`src/hw/sbpc_pkg.sv`:
```
package sbpc_pkg;
    // Command encodings on {cs_n, ras_n, cas_n, we_n}.
    localparam logic [3:0] CMD_INHIBIT = 4'h8;
    localparam logic [3:0] CMD_NOP = 4'h7;
    localparam logic [3:0] CMD_ACTIVE = 4'h3;
    localparam logic [3:0] CMD_READ = 4'h5;
    localparam logic [3:0] CMD_WRITE = 4'h4;
    localparam logic [3:0] CMD_BURST_STOP = 4'h6;
    localparam logic [3:0] CMD_PRECHARGE = 4'h2;
    localparam logic [3:0] CMD_REFRESH = 4'h1;
    localparam logic [3:0] CMD_MODE = 4'h0;
    // Address bit positions.
    localparam int ALL_BANK_POS = 10;
    localparam int WRITE_BURST_MODE_POS = 9;
    localparam int BURST_LEN_LSB = 0;
    localparam int CAS_LAT_LSB = 4;
    // Mode register reset value: burst 1, latency 2, burst writes.
    localparam logic [11:0] MODE_RESET = 12'h020;
    // Write recovery figures.
    localparam int TWR_NS = 14;
    localparam int CLK_NS = 40;
    localparam int TWR_CYC = (TWR_NS + CLK_NS - 1) / CLK_NS;
    // Register map.
    localparam logic [3:0] REG_STATUS = 4'h0;
    localparam logic [3:0] REG_MODE = 4'h4;
    localparam logic [3:0] REG_BANKS = 4'h8;
    localparam int ST_PD_PRE = 0;
    localparam int ST_PD_ACT = 1;
    localparam int ST_SUSPEND = 2;
    localparam int ST_BURST = 3;
    typedef enum logic [3:0] {
        SBPC_IDLE = 4'b0001,
        SBPC_BURST_RD = 4'b0010,
        SBPC_BURST_WR = 4'b0100,
        SBPC_POWER_DOWN = 4'b1000
    } sbpc_state_t;
endpackage

```
`src/hw/sbpc_core.sv`:
```
// Implementation choices: the register addresses and register access over Avalon-MM.
`timescale 1ns/1ps
`default_nettype none
module sbpc_core #(
    parameter int BANKS = 4
) (
    // Clock and reset.
    input wire logic sys_clk,
    input wire logic resetn,
    // Memory command pins.
    input wire logic clk_gate,
    input wire logic cs_n,
    input wire logic ras_n,
    input wire logic cas_n,
    input wire logic we_n,
    input wire logic bank_select_low,
    input wire logic bank_select_high,
    input wire logic [11:0] addr,
    // Device state.
    output logic [BANKS-1:0] bank_open,
    output logic [BANKS-1:0] bank_precharging,
    output logic power_down,
    output logic power_down_active,
    output logic suspended,
    output logic buffers_enabled,
    output logic [8:0] burst_count,
    output logic data_write_en,
    // Avalon-MM slave.
    input wire logic [3:0] avs_address,
    input wire logic avs_read,
    input wire logic avs_write,
    input wire logic [31:0] avs_writedata,
    output logic [31:0] avs_readdata,
    output logic avs_waitrequest
);
    logic [11:0] mode_reg;
    sbpc_pkg::sbpc_state_t state;
    sbpc_pkg::sbpc_state_t next_state;
    logic [8:0] burst_len_left;
    logic [1:0] ap_bank;
    logic ap_active;
    logic [1:0] rec_count;
    logic [1:0] rec_bank;
    logic rec_pending;
    logic [2:0] cl_count;
    logic cl_pending;
    logic [1:0] cl_bank;
    logic cke_prev;
    logic rd_ack;

    // Command decode from the pins.
    wire [3:0] cmd = {cs_n, ras_n, cas_n, we_n};
    wire [1:0] bank = {bank_select_high, bank_select_low};
    wire is_nop = (cmd == sbpc_pkg::CMD_NOP) || cs_n;
    wire all_banks = addr[sbpc_pkg::ALL_BANK_POS];
    // Commands only register on an internal edge not suppressed by the gate.
    // edge suppression
    wire int_edge = cke_prev && (state != sbpc_pkg::SBPC_POWER_DOWN);
    wire cmd_ok = int_edge && !cs_n;
    wire do_act = cmd_ok && cmd == sbpc_pkg::CMD_ACTIVE;
    wire do_pre = cmd_ok && cmd == sbpc_pkg::CMD_PRECHARGE;
    wire do_rd = cmd_ok && cmd == sbpc_pkg::CMD_READ;
    wire do_wr = cmd_ok && cmd == sbpc_pkg::CMD_WRITE;
    wire do_mode = cmd_ok && cmd == sbpc_pkg::CMD_MODE;
    wire do_stop = cmd_ok && cmd == sbpc_pkg::CMD_BURST_STOP;
    wire in_burst = (state == sbpc_pkg::SBPC_BURST_RD) || (state == sbpc_pkg::SBPC_BURST_WR);
    wire [2:0] bl_code = mode_reg[sbpc_pkg::BURST_LEN_LSB +: 3];
    // Full page is 256 columns; other codes are powers of two.
    wire [8:0] bl_prog = (bl_code == 3'd7) ? 9'h100 : (9'h001 << bl_code[1:0]);
    wire [8:0] bl_write = mode_reg[sbpc_pkg::WRITE_BURST_MODE_POS] ? 9'h001 : bl_prog;
    wire [2:0] cas_lat = mode_reg[sbpc_pkg::CAS_LAT_LSB +: 3];
    wire interrupt = ap_active && (do_rd || do_wr) && (bank != ap_bank);
    wire ap_req = addr[sbpc_pkg::ALL_BANK_POS];
    wire pd_enter = !clk_gate && is_nop && state == sbpc_pkg::SBPC_IDLE && int_edge;
    wire pd_exit = state == sbpc_pkg::SBPC_POWER_DOWN && clk_gate && is_nop;

    // Main state selection; a suspended edge keeps the state.
    always_comb begin
        next_state = state;
        case (state)
            sbpc_pkg::SBPC_IDLE: begin
                if (do_rd) begin
                    next_state = sbpc_pkg::SBPC_BURST_RD;
                end else if (do_wr) begin
                    next_state = sbpc_pkg::SBPC_BURST_WR;
                end else if (pd_enter) begin
                    next_state = sbpc_pkg::SBPC_POWER_DOWN;
                end
            end
            sbpc_pkg::SBPC_BURST_RD, sbpc_pkg::SBPC_BURST_WR: begin
                if (do_rd) begin
                    next_state = sbpc_pkg::SBPC_BURST_RD;
                end else if (do_wr) begin
                    next_state = sbpc_pkg::SBPC_BURST_WR;
                end else if (do_stop || do_pre || (int_edge && burst_len_left <= 9'h001)) begin
                    next_state = sbpc_pkg::SBPC_IDLE;
                end
            end
            sbpc_pkg::SBPC_POWER_DOWN: begin
                if (pd_exit) begin
                    next_state = sbpc_pkg::SBPC_IDLE;
                end
            end
            default: next_state = sbpc_pkg::SBPC_IDLE;
        endcase
    end

    // State, gate history and burst counter.
    always_ff @(posedge sys_clk) begin
        if (!resetn) begin
            state <= sbpc_pkg::SBPC_IDLE;
            cke_prev <= 1'b1;
            burst_len_left <= 9'h000;
            burst_count <= 9'h000;
        end else begin
            state <= next_state;
            cke_prev <= clk_gate;
            if (do_rd) begin
                burst_len_left <= bl_prog;
                burst_count <= 9'h000;
            end else if (do_wr) begin
                burst_len_left <= bl_write;
                burst_count <= 9'h000;
            end else if (in_burst && int_edge && burst_len_left != 9'h000) begin
                burst_len_left <= burst_len_left - 9'h001;
                burst_count <= burst_count + 9'h001;
            end
        end
    end

    // Mode register and auto precharge tracking.
    always_ff @(posedge sys_clk) begin
        if (!resetn) begin
            mode_reg <= sbpc_pkg::MODE_RESET;
            ap_active <= 1'b0;
            ap_bank <= 2'd0;
        end else begin
            if (do_mode) begin
                mode_reg <= addr;
            end
            if (do_rd || do_wr) begin
                ap_active <= ap_req;
                ap_bank <= bank;
            end else if (state != next_state && next_state == sbpc_pkg::SBPC_IDLE) begin
                ap_active <= 1'b0;
            end
        end
    end

    // Delayed precharge after an interrupted write; an interrupted read precharges at once, and a read cut off by another read also loads a latency count.
    always_ff @(posedge sys_clk) begin
        if (!resetn) begin
            rec_pending <= 1'b0;
            rec_count <= 2'd0;
            rec_bank <= 2'd0;
            cl_pending <= 1'b0;
            cl_count <= 3'd0;
            cl_bank <= 2'd0;
        end else begin
            if (interrupt && state == sbpc_pkg::SBPC_BURST_WR) begin
                rec_pending <= 1'b1;
                rec_count <= 2'(sbpc_pkg::TWR_CYC);
                rec_bank <= ap_bank;
            end else if (rec_pending && rec_count != 2'd0) begin
                rec_count <= rec_count - 2'd1;
            end else begin
                rec_pending <= 1'b0;
            end
            if (interrupt && state == sbpc_pkg::SBPC_BURST_RD && do_rd) begin
                // old data runs out over latency
                cl_pending <= 1'b1;
                cl_count <= cas_lat;
                cl_bank <= ap_bank;
            end else if (cl_pending && cl_count != 3'd0) begin
                cl_count <= cl_count - 3'd1;
            end else begin
                cl_pending <= 1'b0;
            end
        end
    end

    // Per-bank row state.
    genvar b;
    generate
        for (b = 0; b < BANKS; b++) begin : g_bank
            wire hit = bank == 2'(b);
            wire pre_me = do_pre && (all_banks || hit);
            wire ap_rd_me = interrupt && state == sbpc_pkg::SBPC_BURST_RD && ap_bank == 2'(b);
            wire ap_wr_me = rec_pending && rec_count == 2'd0 && rec_bank == 2'(b);
            wire ap_end_me = ap_active && ap_bank == 2'(b) && in_burst
                && next_state == sbpc_pkg::SBPC_IDLE && !interrupt;
            always_ff @(posedge sys_clk) begin
                if (!resetn) begin
                    bank_open[b] <= 1'b0;
                    bank_precharging[b] <= 1'b0;
                end else begin
                    if (do_act && hit) begin
                        bank_open[b] <= 1'b1;
                    end else if (pre_me || ap_rd_me || ap_wr_me || ap_end_me) begin
                        bank_open[b] <= 1'b0;
                    end
                    bank_precharging[b] <= pre_me || ap_rd_me || ap_wr_me || ap_end_me;
                end
            end
        end
    endgenerate

    // Power state outputs.
    // variant chosen on entry
    always_ff @(posedge sys_clk) begin
        if (!resetn) begin
            power_down_active <= 1'b0;
        end else if (pd_enter) begin
            power_down_active <= |bank_open;
        end
    end
    assign power_down = state == sbpc_pkg::SBPC_POWER_DOWN;
    // suspend while gate was low in a burst
    assign suspended = in_burst && !cke_prev;
    assign buffers_enabled = !power_down;
    // Write data is taken only on live write edges; the interrupted write stops here.
    assign data_write_en = state == sbpc_pkg::SBPC_BURST_WR && int_edge && !do_rd
        && burst_len_left != 9'h000;

    // Avalon slave: one wait cycle, then answer.
    wire acc = avs_read || avs_write;
    wire sel_status = avs_address == sbpc_pkg::REG_STATUS;
    wire sel_mode = avs_address == sbpc_pkg::REG_MODE;
    wire sel_banks = avs_address == sbpc_pkg::REG_BANKS;
    wire [31:0] status_word = {28'h000_0000, in_burst, suspended,
        power_down && power_down_active, power_down && !power_down_active};
    wire [31:0] rd_mux = sel_status ? status_word :
        sel_mode ? {20'h0_0000, mode_reg} :
        sel_banks ? {24'h00_0000, 4'(bank_precharging), 4'(bank_open)} : 32'h0000_0000;
    assign avs_waitrequest = acc && !rd_ack;
    always_ff @(posedge sys_clk) begin
        if (!resetn) begin
            rd_ack <= 1'b0;
            avs_readdata <= 32'h0000_0000;
        end else begin
            rd_ack <= acc && !rd_ack;
            if (acc && !rd_ack) begin
                avs_readdata <= rd_mux;
            end
        end
    end
endmodule
`default_nettype wire

```
`config.mk`:
```
export PLATFORM = sky130hd
export DESIGN_NAME = sbpc_core
export DESIGN_NICKNAME = d
export VERILOG_FILES = /design/src/hw/sbpc_pkg.sv /design/src/hw/sbpc_core.sv
export SDC_FILE = /design/constraint.sdc
export NUM_CORES = 1
export LEC_CHECK = 0
export ABC_CLOCK_PERIOD_IN_PS = 3940
export BUFFER_PORTS_ARGS = -buffer_cell sky130_fd_sc_hd__buf_2
export CAP_MARGIN = 10
export CORE_ASPECT_RATIO = 1.25
export CORE_MARGIN = 3
export CORE_UTILIZATION = 30
export DETAILED_ROUTE_END_ITERATION = 8
export SYNTH_ARGS = -nofsm -noshare
export SYNTH_HDL_FRONTEND = slang
export SYNTH_SLANG_ARGS = --single-unit
```
`constraint.sdc`:
```
create_clock -name sys_clk -period 3.94 [get_ports sys_clk]
set_clock_uncertainty 0.05 [all_clocks]
set_input_delay 0 -clock sys_clk [delete_from_list [all_inputs] [get_ports sys_clk]]
set_output_delay 0 -clock sys_clk [all_outputs]
set_load 0.03 [all_outputs]
```
* After elaboration in Yosys (flattened, before gate mapping)
Cells that the tools add are included.
Word-level totals: flip-flop bits (word level) 85, latch bits 0, RAM bits 0, memory bits (read-only) 0, input bits 59, output and inout bits 55, logic and storage cells 196, memories 0
Cells by class: add/subtract/negate cells 3, $mul 0, divide/modulo/power cells 0, $lt $le $gt $ge 1, equal/unequal tests 27, shift operators 1, multiplexer cells 30, bitwise logic cells 1, reduce and logical (&&, ||, !) cells 111
Operators by type and width (count):
- $logic_and A1 B1 Y1 | 62
- $mux W9 | 5
- $mux W4 | 7
- $eq A4 B3 Y1 const B | 6
- $mux W12 | 2
- $logic_or A1 B1 Y1 | 22
- $mux W1 | 14
- $reduce_bool A2 Y1 | 7
- $eq A2 B2 Y1 const B | 6
- $eq A4 B2 Y1 const B | 3
- $pmux W4 S3 | 1
- $add A9 B1 Y9 const B | 1
- $le A9 B1 Y1 const B | 1
- $reduce_bool A9 Y1 | 1
- $shl A1 B2 Y9 const A | 1
- $sub A9 B1 Y9 const B | 1
- $eq A4 B1 Y1 const B | 2
- $eq A4 B4 Y1 const B | 2
- $logic_not A1 Y1 | 8
- $logic_not A2 Y1 | 4
- $logic_not A4 Y1 | 2
- $mux W8 | 1
- $eq A2 B1 Y1 const B | 3
- $ne A4 B4 Y1 | 1
- other kinds (10) | 11

* Longest topological paths before layout
depth in word-level cells 16, depth in mapped cells 9, depth with buffers taken out 7

* Least setup slack after synthesis
OpenSTA, ideal clock, no wires.
path type register to register, start register state[0], end register ap_active, library setup time 0.060 ns, data arrival time 2.004 ns, required time 3.830 ns, path slack 1.826 ns, stages on the path, launching flop included 9, path buffers 2, clock period less this slack 2.114 ns, cells stage by stage dfxtp_1 -> buf_6 -> or4b_4 -> buf_6 -> clkinv_8 -> nor3_2 -> o32a_1 -> a2111oi_2 -> a32o_2
On the way: elaborated cells between the ends (all ways) 33, those cells by class eq/ne: 7; mux: 9; reduce/logical: 17
RTL lines:
- start: declaration | line sbpc_core.sv:37 | sbpc_pkg::sbpc_state_t state;
- start signal: assignment | line sbpc_core.sv:111 | state <= sbpc_pkg::SBPC_IDLE;
- start signal: assignment | line sbpc_core.sv:116 | state <= next_state;
- $eq A4 B4 Y1 *
- named net power_down | line sbpc_core.sv:22 | output logic power_down,
- $logic_and A1 B1 Y1 (2 in a row) | line sbpc_core.sv:75 | wire pd_exit = state == sbpc_pkg::SBPC_POWER_DOWN && clk_gate && is_nop;
- $mux W4 | line sbpc_core.sv:100 | if (pd_exit) begin
- $pmux W4 S3 * | line sbpc_core.sv:80 | case (state)
- $ne A4 B4 Y1 or $eq A4 B1 Y1 (tied branches) | line sbpc_core.sv:144 | end else if (state != next_state && next_state == sbpc_pkg::SBPC_IDLE) begin
- $logic_and A1 B1 Y1 * | line sbpc_core.sv:144
- $reduce_bool A2 Y1 (no line) *
- end signal: assignment | line sbpc_core.sv:142 | ap_active <= ap_req;
- end: declaration | line sbpc_core.sv:41 | logic ap_active;
The timed path passes the listed nets; every way through them passes the cells marked *. A chain may end at the register's enable or synchronous reset.

* Final worst setup path
start register state[1], end register bank_open[1]
On the way: cells in the longest elaborated chain, start to end 15, elaborated cells between the ends (all ways) 46, those cells by class eq/ne: 6; mux: 9; reduce/logical: 31
Ends and longest elaborated chain:
- $ne A4 B4 Y1 | line sbpc_core.sv:58 | wire int_edge = cke_prev && (state != sbpc_pkg::SBPC_POWER_DOWN);
- $logic_and A1 B1 Y1 | line sbpc_core.sv:58
- $logic_and A1 B1 Y1 | line sbpc_core.sv:59 | wire cmd_ok = int_edge && !cs_n;
- $logic_and A1 B1 Y1 (on tied branches) | line sbpc_core.sv:65, sbpc_core.sv:61
- $logic_or A1 B1 Y1 (2 in a row) | line sbpc_core.sv:95 | end else if (do_stop || do_pre || (int_edge && burst_len_left <= 9'h001)) begin
- $mux W4 | line sbpc_core.sv:95
- $mux W4 | line sbpc_core.sv:93 | end else if (do_wr) begin
- $mux W4 | line sbpc_core.sv:91 | if (do_rd) begin
- $pmux W4 S3 | line sbpc_core.sv:80
- $eq A4 B1 Y1 | line sbpc_core.sv:191 | && next_state == sbpc_pkg::SBPC_IDLE && !interrupt;
- $logic_and A1 B1 Y1 (2 in a row) | line sbpc_core.sv:191
- $logic_or A1 B1 Y1 | line sbpc_core.sv:199 | end else if (pre_me || ap_rd_me || ap_wr_me || ap_end_me) begin
- $reduce_bool A2 Y1 (no line)
- end signal: indexed assignment | line sbpc_core.sv:194 | bank_open[b] <= 1'b0;
- end signal: indexed assignment | line sbpc_core.sv:198 | bank_open[b] <= 1'b1;
- end signal: indexed assignment | line sbpc_core.sv:200 | bank_open[b] <= 1'b0;
- end: declaration | line sbpc_core.sv:20 | output logic [BANKS-1:0] bank_open,
Several ways; a longest one is shown, not always the timed one.

==> impl_metrics.json <==
{
  "grt.met3_usage_pct": 3.14,
  "h-tree-depth": 3,
  "cp-end-kind": "flip-flop",
  "path_class": "flip-flop to flip-flop",
  "use_met1_pct": 18.2,
  "hold_start": "we_n",
  "gp_congestion": 0.828,
  "numCtsBuffers": 9,
  "port_buffers": 61,
  "min_period_over_period_pct": 74.2,
  "powerDensity_nw_per_um2": 404,
  "cts_num_sinks": 65,
  "io_pins": 114,
  "syn_inst": 406,
  "antenna_found_initial": 0,
  "start_kind": "flip-flop",
  "slew_violations": 0,
  "root_buffer": "clkbuf_16",
  "setup_viol": 0,
  "synth.avg_cell_area_um2": 8.29,
  "hpwl_mm": 6.31,
  "firstDrtPassIters": 4,
  "wl_mm": 8.71,
  "fillers": 1123,
  "cts.path.max_buffers": 2,
  "finalNetCount": 542,
  "fin_hold_ws_ns": 0.0113,
  "ys.warnings.count": 0,
  "hold_viol_final": 0,
  "place_area_um2": 3680,
  "startpoint": "state[1]",
  "insertion_delay_ns": 0.33,
  "vias_per_cell": 5.09,
  "grt_overflow": 0,
  "postLayoutCellArea_um2": 4160,
  "clk_pin_slew_ns": 0.06,
  "max_stage_delay_ns": 0.63,
  "synth_flop_cell": "dfxtp_1",
  "yosys.cell_types.count": 56,
  "cts_tree": "built",
  "die_w_um": 101,
  "totalPowerFinal_mw": 1.68,
  "drive_gt1_share_pct": 18.4,
  "met2_usage_pct": 21.8,
  "globalRoute.busiestLayer": "met2",
  "drc_errors": 0,
  "setup-tns-final_ns": 0,
  "drtIter0Drc": 145,
  "r2r-start": "state[1]",
  "grt_first_pass_wirelength_mm": 14.0,
  "grt_pass1_vias": 2885,
  "cap_violations": 0,
  "fmax_mhz": 342,
  "period_minus_slack_ns": 2.92,
  "synth_edf_count": 0,
  "worst_pin_slew_ns": 0.838,
  "hp-class": "primary input to flip-flop",
  "dp.cells": 581,
  "fp.dieArea_um2": 12500,
  "antenna_cells": 0,
  "ys_seq_area_share_pct": 38.6,
  "vias": 3132,
  "grt_max_degree": 36,
  "critPathMaxFanout": 18,
  "cp_data_arrival_time_ns": 3.09,
  "crit_chain": "xor2_1 > and3_1 > nor3b_1 > o21ai_0 > o2bb2ai_1 > dlygate4sd3_1",
  "setup_slack_ns": 1.02,
  "cts_resized": 0,
  "wl_per_cell_um": 14.2,
  "rsz0062_at_grt": "no",
  "grt_use_total_pct": 13.6,
  "fp.coreArea_um2": 10800,
  "die_y_um": 124,
  "dp_slack_ns": 1.43,
  "row_count": 42,
  "syn_area_um2": 3370,
  "ant_nets": 0,
  "synthArstFlopShare_pct": 0,
  "fin_cells": 615,
  "holdBufCountCts": 18,
  "finish.utilization_pct": 38.7,
  "synth-seq-cells": 65,
  "start_util_pct": 31.3,
  "slowest_stage": "and3_1",
  "cp.required_ns": 4.10,
  "postCtsSetupRepairBufs": 0,
  "p_leak_nw": 1.80,
  "status": "finished clean",
  "syn2layout_area_growth_pct": 23.7,
  "slew_headroom_pct": 43.7,
  "ir_drop_uv": 211
}
-- layout make-up --
type | instances | area (um2) | area share [%]
multi-input cells | 302 | 1810 | 43.5
flip-flops and latches | 65 | 1300 | 31.3
repair buffers | 81 | 500 | 12.0
clock buffers | 9 | 225 | 5.41
well taps | 132 | 165 | 3.97
inverters | 19 | 83.8 | 2.01
clock inverters | 7 | 77.6 | 1.86
-- critical path, delay by kind of cell (launching register included) --
kind / cells / cell delay (ns)
simple gates: 2 / 1.03
compound gates: 2 / 0.35
xor+xnor: 1 / 0.26
flops: 1 / 0.57
buf+inv: 1 / 0.55
-- layout by cell type, fill, tap and decap left out, types with 4 or more instances in the layout --
cell type and count:
clkbuf_16 9, a31oi_1 5, a22oi_1 10, o22ai_1 7, buf_2 61, nor2b_1 4, nor3_1 11, inv_1 17
nand4_1 7, and3_1 7, o21ai_0 11, ha_1 5, nor4_1 6, nor2_1 53, nand2_1 28, mux2i_1 14
a21oi_1 24, nand2b_1 6, dfxtp_1 65, nand3_1 18, conb_1 20, xor2_1 17, and2_1 4, dlygate4sd3_1 18
-- per-layer routing --
| layer | up-vias | wire (um) |
|---|---|---|
| met5 | - | 0 |
| met2 | 108 | 3990 |
| met3 | 12 | 640 |
| met4 | 0 | 112 |
| li1 | 1553 | - |
| met1 | 1459 | 3960 |
-- synth_stat cells, types with 2 or more instances --
| library cell | number | area share, % |
|---|---|---|
| nand2_1 | 28 | 3.1 |
| a211oi_1 | 2 | 0.45 |
| buf_6 | 2 | 0.67 |
| dfxtp_1 | 65 | 39 |
| a22oi_1 | 10 | 2.2 |
| nand2b_1 | 6 | 1.1 |
| clkbuf_1 | 14 | 1.6 |
| and2_1 | 4 | 0.74 |
| o21bai_1 | 2 | 0.45 |
| nor4b_1 | 3 | 0.78 |
| o211ai_1 | 3 | 0.67 |
| nand3_1 | 18 | 2.7 |
| xor2_1 | 17 | 4.4 |
| inv_1 | 17 | 1.9 |
| nor4_1 | 6 | 1.1 |
| o32a_1 | 3 | 0.89 |
| and3_1 | 7 | 1.3 |
| nor2b_1 | 4 | 0.74 |
| or2_2 | 2 | 0.37 |
| o21ai_0 | 11 | 1.6 |
| nand4_1 | 7 | 1.3 |
| nor3b_1 | 2 | 0.45 |
| o22ai_1 | 7 | 1.3 |
| buf_4 | 21 | 4.7 |
| or4_1 | 2 | 0.45 |
| a21oi_1 | 24 | 3.6 |
| buf_2 | 2 | 0.30 |
| xnor2_1 | 3 | 0.78 |
| a32o_1 | 2 | 0.59 |
| a31oi_1 | 5 | 0.93 |
| nor2_1 | 53 | 5.9 |
| ha_1 | 5 | 1.9 |
| or3_1 | 3 | 0.56 |
| mux2i_1 | 14 | 4.2 |
| nor3_1 | 11 | 1.6 |
-- path summary, 6_finish.rpt --
check / slack [ns] / depth (start not counted) / end
setup / recovery: 1.02 / 6 / bank_open[1]
hold reg to reg: 0.40 / 2 / avs_readdata[2]
hold / removal: 0.01 / 3 / ap_active
setup reg to reg: 1.02 / 6 / bank_open[1]
-- where the power goes --
group          total [mW]  switching [mW]  internal [mW]
Clock               0.808           0.312          0.496
Sequential          0.687          0.0172          0.670
Combinational       0.188           0.124         0.0638
Total                1.68           0.453           1.23
-- cells by family (layout without fill, tap and decap cells) --
group	after synthesis	in the layout	synth area share, %
xor+xnor	20	20	5.20
other cells	1	20	0.111
mux	15	15	4.50
fa+ha+maj	5	5	1.86
buf+inv	58	116	9.70
compound gates	78	78	15.2
flops	65	65	38.6
simple gates	164	164	24.8
Power figures use the tool's default switching activity.
